[src/amp_cfg.svh]
// amp_cfg.svh: offsets, field positions, reset values and timing counts
// of the amplifier status and mode block; definitions only
`ifndef AMP_CFG_SVH
`define AMP_CFG_SVH

// register offsets on the control port
`define AMP_OFS_MISC_CTRL1 8'h01
`define AMP_OFS_STATE_REQ 8'h04
`define AMP_OFS_WARN_CLEAR 8'h21
`define AMP_OFS_FAULT_MASK 8'h22
`define AMP_OFS_WARN_MASK 8'h23
`define AMP_OFS_STATUS 8'h24
`define AMP_OFS_CH_STATUS 8'h25

// field positions
`define AMP_BIT_CLEAR 7
`define AMP_BIT_ILIMIT_LVL 4
`define AMP_FLD_OTW_LO 5
`define AMP_FLD_OTW_HI 6
`define AMP_BIT_FM_CHAN 0
`define AMP_BIT_FM_TSD 1
`define AMP_BIT_FM_VOLT 2
`define AMP_BIT_FM_CLK 3
`define AMP_BIT_WM_CLIP 0
`define AMP_BIT_WM_OTW 1

// state request codes
`define AMP_REQ_HIZ 2'h0
`define AMP_REQ_MUTE 2'h1
`define AMP_REQ_PLAY 2'h2

// reset values
`define AMP_RST_MISC_CTRL1 8'h00
`define AMP_RST_FAULT_MASK 4'h0
`define AMP_RST_WARN_MASK 2'h0
`define AMP_RST_STATE_REQ 2'h0

// timing and channel count
`define AMP_CLK_PERIOD_NS 50
`define AMP_RAMP_TIME_NS 5000000
`define AMP_CLIP_PERIODS 20
`define AMP_NUM_CH 4

`endif

[src/amp_pkg.sv]
// amp_pkg: types of the amplifier status and mode block
// assumes amp_cfg.svh is compiled alongside for constants
package amp_pkg;

	typedef enum logic [2:0]
	{
		AMP_ST_STANDBY,
		AMP_ST_HIZ,
		AMP_ST_MUTE,
		AMP_ST_PLAY,
		AMP_ST_RAMP
	} amp_state_t;

endpackage

[src/amp_clip_det.sv]
// amp_clip_det: one channel's clip detector, counts pwm periods at full modulation
// assumes pwmTick is a one-cycle pulse per pwm period on clk_sys
`timescale 1ns/1ps
`default_nettype none
`include "amp_cfg.svh"

module amp_clip_det
(
	// clock and reset
	input wire logic clk_sys,
	input wire logic sys_rst,
	// modulation status
	input wire logic pwmTick,
	input wire logic maxMod,
	// result
	output logic clipHit
);

	localparam logic [4:0] CLIP_LAST = 5'(`AMP_CLIP_PERIODS - 1);

	logic [4:0] runCnt_reg;
	logic [4:0] runCnt_next;
	logic clipHit_reg;
	logic clipHit_next;

	always_comb
	begin
		runCnt_next = runCnt_reg;
		clipHit_next = 1'b0;
		if (!maxMod)
		begin
			runCnt_next = 5'h00;
		end
		else if (pwmTick)
		begin
			// pulse once when the run reaches its length, then hold the count
			if (runCnt_reg == CLIP_LAST)
			begin
				clipHit_next = 1'b1;
			end
			if (runCnt_reg <= CLIP_LAST)
			begin
				runCnt_next = runCnt_reg + 5'h01;
			end
		end
	end

	always_ff @(posedge clk_sys or posedge sys_rst)
	begin
		if (sys_rst)
		begin
			runCnt_reg <= 5'h00;
			clipHit_reg <= 1'b0;
		end
		else
		begin
			runCnt_reg <= runCnt_next;
			clipHit_reg <= clipHit_next;
		end
	end

	assign clipHit = clipHit_reg;

endmodule
`default_nettype wire

[src/amp_status_ctrl.sv]
// amp_status_ctrl: fault and warning pins, mute and standby pins, operating state,
// fault actions and the registers behind the control port
// assumes a serial control engine that issues one-cycle writes and samples read data
`timescale 1ns/1ps
`default_nettype none
`include "amp_cfg.svh"

// Operation
// - fault pin low while channel, thermal shutdown, supply or clock fault present
// - fault pin released high once no fault condition remains
// - fault masks gate only the pin; status and protection unchanged
// - all fault categories unmasked after reset
// - warning pin low for clipping, overtemperature warning or power-on reset
// - clip flagged after 20 consecutive pwm periods at full modulation
// - clip status sticky, cleared by writing one to bit 7 at 0x21
// - warning pin latched until bit 7 at 0x21 is written
// - overtemperature warning when global or any channel warning set
// - warning threshold taken from bits 6:5 of register 0x01
// - clip and overtemperature masks gate only the warning pin, unmasked at reset
// - mute pin low mutes all channels, release unmutes
// - standby pin low shuts down, ramping outputs within 5 ms
// - standby stops oscillator, outputs Hi-Z, control port released
// - Hi-Z keeps oscillator and control port, outputs high impedance
// - mute switches at 50%, play with audio, oscillator and port active
// - power-on reset reported as warning and forces standby in every mode
// - supply low or high reported on fault pin, forces Hi-Z outside standby
// - overtemperature warning reported on warning pin, no output change
// - thermal shutdown reported on fault pin, forces outputs Hi-Z
// - current limit in mute and play limits, not reported as fault
// - channel overcurrent or dc error reported, that channel forced Hi-Z
// - clip latch combines all channels into one warning
module amp_status_ctrl
	import amp_pkg::*;
#(
	// margin covers the pin synchroniser and output registers, so the whole ramp stays inside its limit
	parameter int RAMP_CYCLES = (`AMP_RAMP_TIME_NS / `AMP_CLK_PERIOD_NS) - 8
)
(
	// clock and reset
	input wire logic clk_sys,
	input wire logic sys_rst,
	// control pins, asynchronous
	input wire logic mutePinN,
	input wire logic standbyPinN,
	// status pins, open drain
	output logic faultPinOut,
	output logic faultPinOe,
	output logic warnPinOut,
	output logic warnPinOe,
	// monitor inputs from analog and pwm logic on clk_sys
	input wire logic [`AMP_NUM_CH-1:0] chOverCurrent,
	input wire logic [`AMP_NUM_CH-1:0] chDcError,
	input wire logic [`AMP_NUM_CH-1:0] chCurLimitHit,
	input wire logic [`AMP_NUM_CH-1:0] chThermalShutdown,
	input wire logic [`AMP_NUM_CH-1:0] chOverTempWarning,
	input wire logic [`AMP_NUM_CH-1:0] chMaxMod,
	input wire logic pwmTick,
	input wire logic overTempWarning,
	input wire logic thermalShutdownEvent,
	input wire logic lowSupplyEvent,
	input wire logic highSupplyEvent,
	input wire logic clockError,
	input wire logic porEvent,
	// control port register access
	input wire logic regWr,
	input wire logic [7:0] regAddr,
	input wire logic [7:0] regWrData,
	output logic [7:0] regRdData,
	// output stage and core control
	output logic [`AMP_NUM_CH-1:0] chHiZ,
	output logic [`AMP_NUM_CH-1:0] chCurLimitEn,
	output logic outMute50,
	output logic outAudio,
	output logic outRampDown,
	output logic oscEnable,
	output logic ctrlPortEnable,
	output logic iLimitLevel,
	output logic [1:0] otwThreshold
);

	localparam int RAMP_W = $clog2(RAMP_CYCLES + 1);
	localparam logic [RAMP_W-1:0] RAMP_LAST = RAMP_W'(RAMP_CYCLES);

	////////////////////////////////////////////////////////////////////////////////
	// pin synchronisers and clip detectors

	logic [1:0] pinSync;
	logic muteSyncN;
	logic standbySyncN;
	logic [`AMP_NUM_CH-1:0] chClipHit;

	amp_sync2 #(.WIDTH(2), .RST_VAL(2'h0)) u_pinSync
	(
		.clk_sys(clk_sys),
		.sys_rst(sys_rst),
		.asyncIn({mutePinN, standbyPinN}),
		.syncOut(pinSync)
	);

	assign muteSyncN = pinSync[1];
	assign standbySyncN = pinSync[0];

	genvar ch;
	generate
		for (ch = 0; ch < `AMP_NUM_CH; ch++)
		begin : g_clip
			amp_clip_det u_clip
			(
				.clk_sys(clk_sys),
				.sys_rst(sys_rst),
				.pwmTick(pwmTick),
				.maxMod(chMaxMod[ch]),
				.clipHit(chClipHit[ch])
			);
		end
	endgenerate

	////////////////////////////////////////////////////////////////////////////////
	// operating state

	amp_state_t state_reg;
	amp_state_t state_next;
	logic [RAMP_W-1:0] rampCnt_reg;
	logic [RAMP_W-1:0] rampCnt_next;
	logic [1:0] stateReq_reg;
	logic running;

	always_comb
	begin
		state_next = state_reg;
		rampCnt_next = rampCnt_reg;
		if (porEvent)
		begin
			state_next = AMP_ST_STANDBY;
		end
		else
		begin
			case (state_reg)
				AMP_ST_STANDBY:
				begin
					if (standbySyncN)
					begin
						state_next = AMP_ST_HIZ;
					end
				end
				AMP_ST_RAMP:
				begin
					// the ramp is not abandoned on standby release, so the stage always ends quiet
					if (rampCnt_reg == RAMP_LAST)
					begin
						state_next = AMP_ST_STANDBY;
					end
					rampCnt_next = rampCnt_reg + RAMP_W'(1);
				end
				default:
				begin
					if (!standbySyncN)
					begin
						rampCnt_next = '0;
						if (state_reg == AMP_ST_HIZ)
						begin
							state_next = AMP_ST_STANDBY;
						end
						else
						begin
							state_next = AMP_ST_RAMP;
						end
					end
					else if (stateReq_reg == `AMP_REQ_HIZ)
					begin
						state_next = AMP_ST_HIZ;
					end
					else if (!muteSyncN || stateReq_reg == `AMP_REQ_MUTE)
					begin
						state_next = AMP_ST_MUTE;
					end
					else
					begin
						state_next = AMP_ST_PLAY;
					end
				end
			endcase
		end
	end

	always_ff @(posedge clk_sys or posedge sys_rst)
	begin
		if (sys_rst)
		begin
			state_reg <= AMP_ST_STANDBY;
			rampCnt_reg <= '0;
		end
		else
		begin
			state_reg <= state_next;
			rampCnt_reg <= rampCnt_next;
		end
	end

	assign running = (state_reg == AMP_ST_MUTE) || (state_reg == AMP_ST_PLAY) || (state_reg == AMP_ST_RAMP);

	////////////////////////////////////////////////////////////////////////////////
	// fault and warning conditions

	logic voltFault;
	logic tsdFault;
	logic [`AMP_NUM_CH-1:0] chFault;
	logic anyOtw;
	logic anyClip;
	logic monitoring;
	logic [3:0] faultMask_reg;
	logic [1:0] warnMask_reg;
	logic clearWrite;

	// supplies and temperature are watched whenever the core is awake
	assign monitoring = (state_reg != AMP_ST_STANDBY);
	assign voltFault = monitoring && (lowSupplyEvent || highSupplyEvent);
	assign tsdFault = monitoring && thermalShutdownEvent;
	assign chFault = running ? (chOverCurrent | chDcError) : '0;
	assign anyOtw = overTempWarning || (|chOverTempWarning);
	assign anyClip = |chClipHit;
	assign clearWrite = regWr && ctrlPortEnable && (regAddr == `AMP_OFS_WARN_CLEAR) && regWrData[`AMP_BIT_CLEAR];

	////////////////////////////////////////////////////////////////////////////////
	// sticky status and pins

	logic clipSticky_reg;
	logic clipSticky_next;
	logic otwSticky_reg;
	logic otwSticky_next;
	logic porSticky_reg;
	logic porSticky_next;
	logic warnLatch_reg;
	logic warnLatch_next;
	logic faultPin_reg;
	logic faultPin_next;
	logic warnSet;

	// a new event in the clearing cycle wins over the clear
	assign warnSet = (anyClip && !warnMask_reg[`AMP_BIT_WM_CLIP])
		|| (anyOtw && !warnMask_reg[`AMP_BIT_WM_OTW])
		|| porEvent;

	always_comb
	begin
		clipSticky_next = anyClip || (clipSticky_reg && !clearWrite);
		otwSticky_next = anyOtw || (otwSticky_reg && !clearWrite);
		porSticky_next = porEvent || (porSticky_reg && !clearWrite);
		warnLatch_next = warnSet || (warnLatch_reg && !clearWrite);
		faultPin_next = ((|chFault) && !faultMask_reg[`AMP_BIT_FM_CHAN])
			|| (tsdFault && !faultMask_reg[`AMP_BIT_FM_TSD])
			|| (voltFault && !faultMask_reg[`AMP_BIT_FM_VOLT])
			|| (clockError && !faultMask_reg[`AMP_BIT_FM_CLK]);
	end

	always_ff @(posedge clk_sys or posedge sys_rst)
	begin
		if (sys_rst)
		begin
			clipSticky_reg <= 1'b0;
			otwSticky_reg <= 1'b0;
			porSticky_reg <= 1'b1;
			warnLatch_reg <= 1'b1;
			faultPin_reg <= 1'b0;
		end
		else
		begin
			clipSticky_reg <= clipSticky_next;
			otwSticky_reg <= otwSticky_next;
			porSticky_reg <= porSticky_next;
			warnLatch_reg <= warnLatch_next;
			faultPin_reg <= faultPin_next;
		end
	end

	assign faultPinOut = 1'b0;
	assign faultPinOe = faultPin_reg;
	assign warnPinOut = 1'b0;
	assign warnPinOe = warnLatch_reg;

	////////////////////////////////////////////////////////////////////////////////
	// control registers

	logic [7:0] miscCtrl_reg;
	logic [7:0] miscCtrl_next;
	logic [3:0] faultMask_next;
	logic [1:0] warnMask_next;
	logic [1:0] stateReq_next;
	logic [7:0] rdData_reg;
	logic [7:0] rdData_next;
	logic wrOk;

	// the port is released in standby, so writes there are dropped
	assign wrOk = regWr && ctrlPortEnable;

	always_comb
	begin
		miscCtrl_next = miscCtrl_reg;
		faultMask_next = faultMask_reg;
		warnMask_next = warnMask_reg;
		stateReq_next = stateReq_reg;
		if (wrOk)
		begin
			if (regAddr == `AMP_OFS_MISC_CTRL1)
			begin
				miscCtrl_next = regWrData;
			end
			else if (regAddr == `AMP_OFS_STATE_REQ)
			begin
				stateReq_next = regWrData[1:0];
			end
			else if (regAddr == `AMP_OFS_FAULT_MASK)
			begin
				faultMask_next = regWrData[3:0];
			end
			else if (regAddr == `AMP_OFS_WARN_MASK)
			begin
				warnMask_next = regWrData[1:0];
			end
		end
		if (regAddr == `AMP_OFS_MISC_CTRL1)
		begin
			rdData_next = miscCtrl_reg;
		end
		else if (regAddr == `AMP_OFS_STATE_REQ)
		begin
			rdData_next = {6'h00, stateReq_reg};
		end
		else if (regAddr == `AMP_OFS_FAULT_MASK)
		begin
			rdData_next = {4'h0, faultMask_reg};
		end
		else if (regAddr == `AMP_OFS_WARN_MASK)
		begin
			rdData_next = {6'h00, warnMask_reg};
		end
		else if (regAddr == `AMP_OFS_STATUS)
		begin
			// fault conditions and sticky flags unmasked; bit 0 is the warning latch, which follows the warning masks
			rdData_next = {clockError, voltFault, tsdFault, |chFault,
				porSticky_reg, otwSticky_reg, clipSticky_reg, warnLatch_reg};
		end
		else if (regAddr == `AMP_OFS_CH_STATUS)
		begin
			rdData_next = {chOverTempWarning, chFault};
		end
		else
		begin
			rdData_next = 8'h00;
		end
	end

	always_ff @(posedge clk_sys or posedge sys_rst)
	begin
		if (sys_rst)
		begin
			miscCtrl_reg <= `AMP_RST_MISC_CTRL1;
			faultMask_reg <= `AMP_RST_FAULT_MASK;
			warnMask_reg <= `AMP_RST_WARN_MASK;
			stateReq_reg <= `AMP_RST_STATE_REQ;
			rdData_reg <= 8'h00;
		end
		else
		begin
			miscCtrl_reg <= miscCtrl_next;
			faultMask_reg <= faultMask_next;
			warnMask_reg <= warnMask_next;
			stateReq_reg <= stateReq_next;
			rdData_reg <= rdData_next;
		end
	end

	assign regRdData = rdData_reg;
	assign iLimitLevel = miscCtrl_reg[`AMP_BIT_ILIMIT_LVL];
	assign otwThreshold = miscCtrl_reg[`AMP_FLD_OTW_HI:`AMP_FLD_OTW_LO];

	////////////////////////////////////////////////////////////////////////////////
	// output stage controls

	logic [`AMP_NUM_CH-1:0] chHiZ_reg;
	logic [`AMP_NUM_CH-1:0] chHiZ_next;
	logic [`AMP_NUM_CH-1:0] curLim_reg;
	logic [`AMP_NUM_CH-1:0] curLim_next;
	logic [4:0] outCtl_reg;
	logic [4:0] outCtl_next;
	logic globalHiZ;
	logic [`AMP_NUM_CH-1:0] chTsdHiZ;

	// overtemperature warning and clipping deliberately take no part here
	assign globalHiZ = voltFault || tsdFault || !running;
	// a hot channel is parked alone while the others keep playing
	assign chTsdHiZ = monitoring ? chThermalShutdown : '0;

	always_comb
	begin
		chHiZ_next = {`AMP_NUM_CH{globalHiZ}} | chFault | chTsdHiZ;
		curLim_next = running ? chCurLimitHit : '0;
		outCtl_next[0] = (state_reg == AMP_ST_MUTE) && !globalHiZ;
		outCtl_next[1] = (state_reg == AMP_ST_PLAY) && !globalHiZ;
		outCtl_next[2] = (state_reg == AMP_ST_RAMP);
		outCtl_next[3] = (state_reg != AMP_ST_STANDBY);
		outCtl_next[4] = (state_reg != AMP_ST_STANDBY);
	end

	always_ff @(posedge clk_sys or posedge sys_rst)
	begin
		if (sys_rst)
		begin
			chHiZ_reg <= '1;
			curLim_reg <= '0;
			outCtl_reg <= 5'h00;
		end
		else
		begin
			chHiZ_reg <= chHiZ_next;
			curLim_reg <= curLim_next;
			outCtl_reg <= outCtl_next;
		end
	end

	assign chHiZ = chHiZ_reg;
	assign chCurLimitEn = curLim_reg;
	assign outMute50 = outCtl_reg[0];
	assign outAudio = outCtl_reg[1];
	assign outRampDown = outCtl_reg[2];
	assign oscEnable = outCtl_reg[3];
	assign ctrlPortEnable = outCtl_reg[4];

endmodule
`default_nettype wire

[src/amp_sync2.sv]
// amp_sync2: two flip-flop synchroniser for asynchronous pin levels
// assumes the inputs are static levels; a pulse shorter than one clock may be missed
`timescale 1ns/1ps
`default_nettype none

module amp_sync2
#(
	parameter int WIDTH = 2,
	parameter logic [WIDTH-1:0] RST_VAL = '1
)
(
	// clock and reset
	input wire logic clk_sys,
	input wire logic sys_rst,
	// levels
	input wire logic [WIDTH-1:0] asyncIn,
	output logic [WIDTH-1:0] syncOut
);

	logic [WIDTH-1:0] stage1_reg;
	logic [WIDTH-1:0] stage2_reg;

	always_ff @(posedge clk_sys or posedge sys_rst)
	begin
		if (sys_rst)
		begin
			stage1_reg <= RST_VAL;
			stage2_reg <= RST_VAL;
		end
		else
		begin
			stage1_reg <= asyncIn;
			stage2_reg <= stage1_reg;
		end
	end

	assign syncOut = stage2_reg;

endmodule
`default_nettype wire

[config.mk]
export PLATFORM = sky130hd
export DESIGN_NAME = amp_status_ctrl
export DESIGN_NICKNAME = d
export VERILOG_FILES = /design/src/amp_pkg.sv /design/src/amp_clip_det.sv /design/src/amp_status_ctrl.sv /design/src/amp_sync2.sv
export VERILOG_INCLUDE_DIRS = /design/src /design/src/src
export SDC_FILE = /design/constraint.sdc
export NUM_CORES = 1
export LEC_CHECK = 0
export ABC_AREA = 0
export BUFFER_PORTS_ARGS = -buffer_cell sky130_fd_sc_hd__buf_2
export CELL_PAD_IN_SITES_DETAIL_PLACEMENT = 1
export CELL_PAD_IN_SITES_GLOBAL_PLACEMENT = 1
export CORE_ASPECT_RATIO = 1.25
export CORE_UTILIZATION = 43
export CTS_CLUSTER_DIAMETER = 40
export DETAILED_ROUTE_END_ITERATION = 8
export MAX_ROUTING_LAYER = met4
export PLACE_DENSITY_LB_ADDON = 0.1
export SYNTH_ARGS = -nofsm -noshare
export SYNTH_HDL_FRONTEND = slang
export SYNTH_HIERARCHICAL = 1
export SYNTH_SLANG_ARGS = --single-unit
[constraint.sdc]
create_clock -name clk_sys -period 2.15 [get_ports clk_sys]
set_input_delay 0.3225 -clock clk_sys [delete_from_list [all_inputs] [get_ports clk_sys]]
set_output_delay 0.3225 -clock clk_sys [all_outputs]
set_load 0.02 [all_outputs]
==> out/metrics.yaml <==
outcome:
  status: "complete, no violations"
pwr:
  ir_drop_mv: 0.392
  switching_share_pct: 23.9
  clkPwrFrac_pct: 43.2
  netSwitchingPower_mw: 0.911
  seqPwrFrac_pct: 47.9
  p_per_area_mw_per_mm2: 724
  p_leak_nw: 2.41
  power_mw: 3.80
  combPwrFrac_pct: 9.0
  internal_power_mw: 2.89
finish:
  area_growth_pct: 21.1
  largest_register_ff_count: 20
  antennaDiodeCount: 0
  nets: 563
  fin_area_mm2: 0.00526
  regArea_mm2: 0.00223
  stdcell_count: 636
  drive_above_1_share_pct: 24.7
  multi_input_area_mm2: 0.00198
  fill_cells: 1097
detailed_routing:
  drtIter0Drc: 140
  dr.pass1.iters: 4
  drc_errors: 0
  drtAntennaViolNets: 0
  totalWireLength_um: 11000
  vias: 3609
  wire_per_inst_um: 17.3
  via_per_inst: 5.67
clock_tree:
  clockBufferDepth: 2
  cts_max_level: 3
  insertion_delay_ns: 0.34
  clk_pin_slew_ns: 0.06
  cts_sinks: 89
  clock-root-buffer: "clkbuf_16"
  cts_made_buffers: 9
  cts_tree: "built"
critical_path:
  slowest_delay_ns: 0.57
  setup.worst_path.start: "state_reg[0]"
  startpoint_type: "flop"
  rr_worst_depth: 5
  endpoint_kind: "flop"
  r2r-end: "rampCnt_reg[8]"
  critPathRequiredTime_ns: 2.41
  reg2reg_slack_ns: 0.14
  crit_chain: "o21a_1 > or4_4 > buf_4 > or3_1 > a21oi_1"
  r2r_start: "state_reg[0]"
  arrival_ns: 2.27
  path_class: "reg2reg"
  cp_max_fo: 8
  cp_slowest_cell: "or4_4"
timing:
  timing.final.crit_share_pct: 93.4
  fmaxAchievable_mhz: 498
  hold_violations: 0
  rsz0062_at_grt: "no"
  holdWs_ns: 0.0991
  relSlewSlack_pct: 44.6
  worst_pin_slew_ns: 0.825
  min_period_ns: 2.01
  setup_viol: 0
  report.final.slew_viol_count: 0
  finClkSkew_ns: 0.00894
placement:
  place_inst: 619
  globalplace.congestion: 0.848
  hpwl_um: 8280
  port_buffers: 77
  place_area_mm2: 0.00493
grt:
  grt_pass1_wl_um: 18500
  track_usage_pct: 23.1
  overflow: 0
  grt_pass1_vias: 3760
  grt_max_degree: 62
  antenna_found_initial: 0
hold_path:
  whs_path_depth: 1
  hold_class: "in2reg"
  whs_endpoint: "u_pinSync/stage1_reg[0]"
  hp-start: "standbyPinN"
die:
  die_h_um: 114
  ios: 80
  initial_utilization_pct: 44.7
  fp.dieArea_mm2: 0.0105
  coreArea_mm2: 0.00971
  fp-row-count: 40
  die_x_um: 91.9
synthesis:
  syn-cell-area_mm2: 0.00434
  synth_cells: 415
  ys_seq_area_share_pct: 51.5
  synth_edf_count: 0
  postSynth.asyncResetShare_pct: 100
  synth.avg_cell_area_um2: 10.5
  ys_ff_latch: 89
  synth_top_flop_cell: "dfrtp_1"
  yosys_warnings: 6
  synth_cell_types: 62
flow_run:
  maxCapViolations: 0
layout make-up:
cell class              instances  area share, %
clock buffers                  12           4.50
clock inverters                 4           1.33
inverters                      17           1.21
multi-input cells             296           37.7
flip-flops and latches         89           42.5
well taps                     126           3.00
repair buffers                 92           9.76
power by group through the flow:
stage | clock, mW | combinational [mW] | sequential (mW)
after detailed placement | 0 | 0.341 | 1.85
after global routing | 1.75 | 0.387 | 1.83
after CTS | 1.68 | 0.345 | 1.82
after floorplan | 0 | 0.200 | 1.83
after global placement | 0 | 0.329 | 1.84
final | 1.64 | 0.341 | 1.82
kinds of logic after synthesis:
group | Yosys count | share of synthesized area (%)
AO/OA/AOI/OAI | 105 | 16.2
multiplexers | 23 | 5.94
adder cells (fa/ha/maj) | 6 | 1.73
buffers and inverters | 31 | 3.17
XOR/XNOR | 2 | 0.404
AND/OR/NAND/NOR | 158 | 21.0
flip-flops | 89 | 51.5
other | 1 | 0.0864
cell usage in the layout, fill, tap and decap left out, types with 6 or more instances in the layout:
master / Yosys / layout
a211o_1: 6 / 6
a21boi_0: 8 / 8
a21oi_1: 18 / 18
buf_2: 2 / 77
buf_4: 5 / 13
clkbuf_16: 0 / 9
dfrtp_1: 83 / 83
dfstp_2: 6 / 6
ha_1: 6 / 6
inv_1: 16 / 15
mux2_1: 14 / 14
mux2i_1: 7 / 7
nand2_1: 48 / 48
nand3_1: 10 / 10
nand4_1: 9 / 9
nor2_1: 15 / 15
nor2b_1: 11 / 11
nor4_1: 8 / 8
o21ai_0: 17 / 17
o21ai_1: 13 / 13
o31ai_1: 9 / 9
or3_1: 7 / 7
or4_1: 14 / 12
synth_stat cells (all sizes together) (8+ instances only):
cell | count | area (um2)
dfrtp | 83 | 2080
nand2 | 52 | 205
o21ai | 30 | 150
a21oi | 18 | 90.1
inv | 17 | 63.8
mux2 | 16 | 188
nor2 | 15 | 56.3
or4 | 15 | 116
a21boi | 12 | 90.1
nand3 | 11 | 60.1
nor2b | 11 | 68.8
nand4 | 9 | 56.3
o31ai | 9 | 67.6
buf | 8 | 51.3
nor4 | 8 | 50.1
or3 | 8 | 55.1
worst max path at each step:
stage                      endpoint  slack, ns  depth (start not counted)
floorplan           stateReq_reg[0]        0.1                          4
global placement    stateReq_reg[0]     -0.005                          5
detailed placement  stateReq_reg[0]      -0.03                          5
CTS                 rampCnt_reg[15]       0.02                          4
global route               chHiZ[2]      0.009                          4
finish               rampCnt_reg[8]       0.14                          5
timing repair:
item                                    4_1_cts  5_1_grt
hold buffers                                  1        0
setup buffers                                 0        0
hold endpoints to repair                     28        0
endpoints found under the setup margin        0        7
gates resized for setup                       0        2
metrics by stage:
stage,setup slack [ns],util (%),TNS [ns]
finish,0.141,54.1,0
global route,0.00909,54.1,0
CTS,0.0160,54.0,0
detailed placement,-0.0297,50.8,-0.0739
global placement,-0.00484,50.8,-0.00959
floorplan,0.0978,-,0
routing by layer:
metal / GRT usage [%] / routed length (um)
met5: - / 0
met4: 6.46 / 150
met3: 3.98 / 379
met2: 40.7 / 5800
met1: 27.2 / 4700
critical path: cells and delay by family, from the launching register on:
kind,cells,cell delay (ns)
AOI/OAI and AO/OA,2,0.40
and+or+nand+nor,2,0.92
buffers and inverters,1,0.19
DFF,1,0.44
Power figures use the tool's default switching activity.
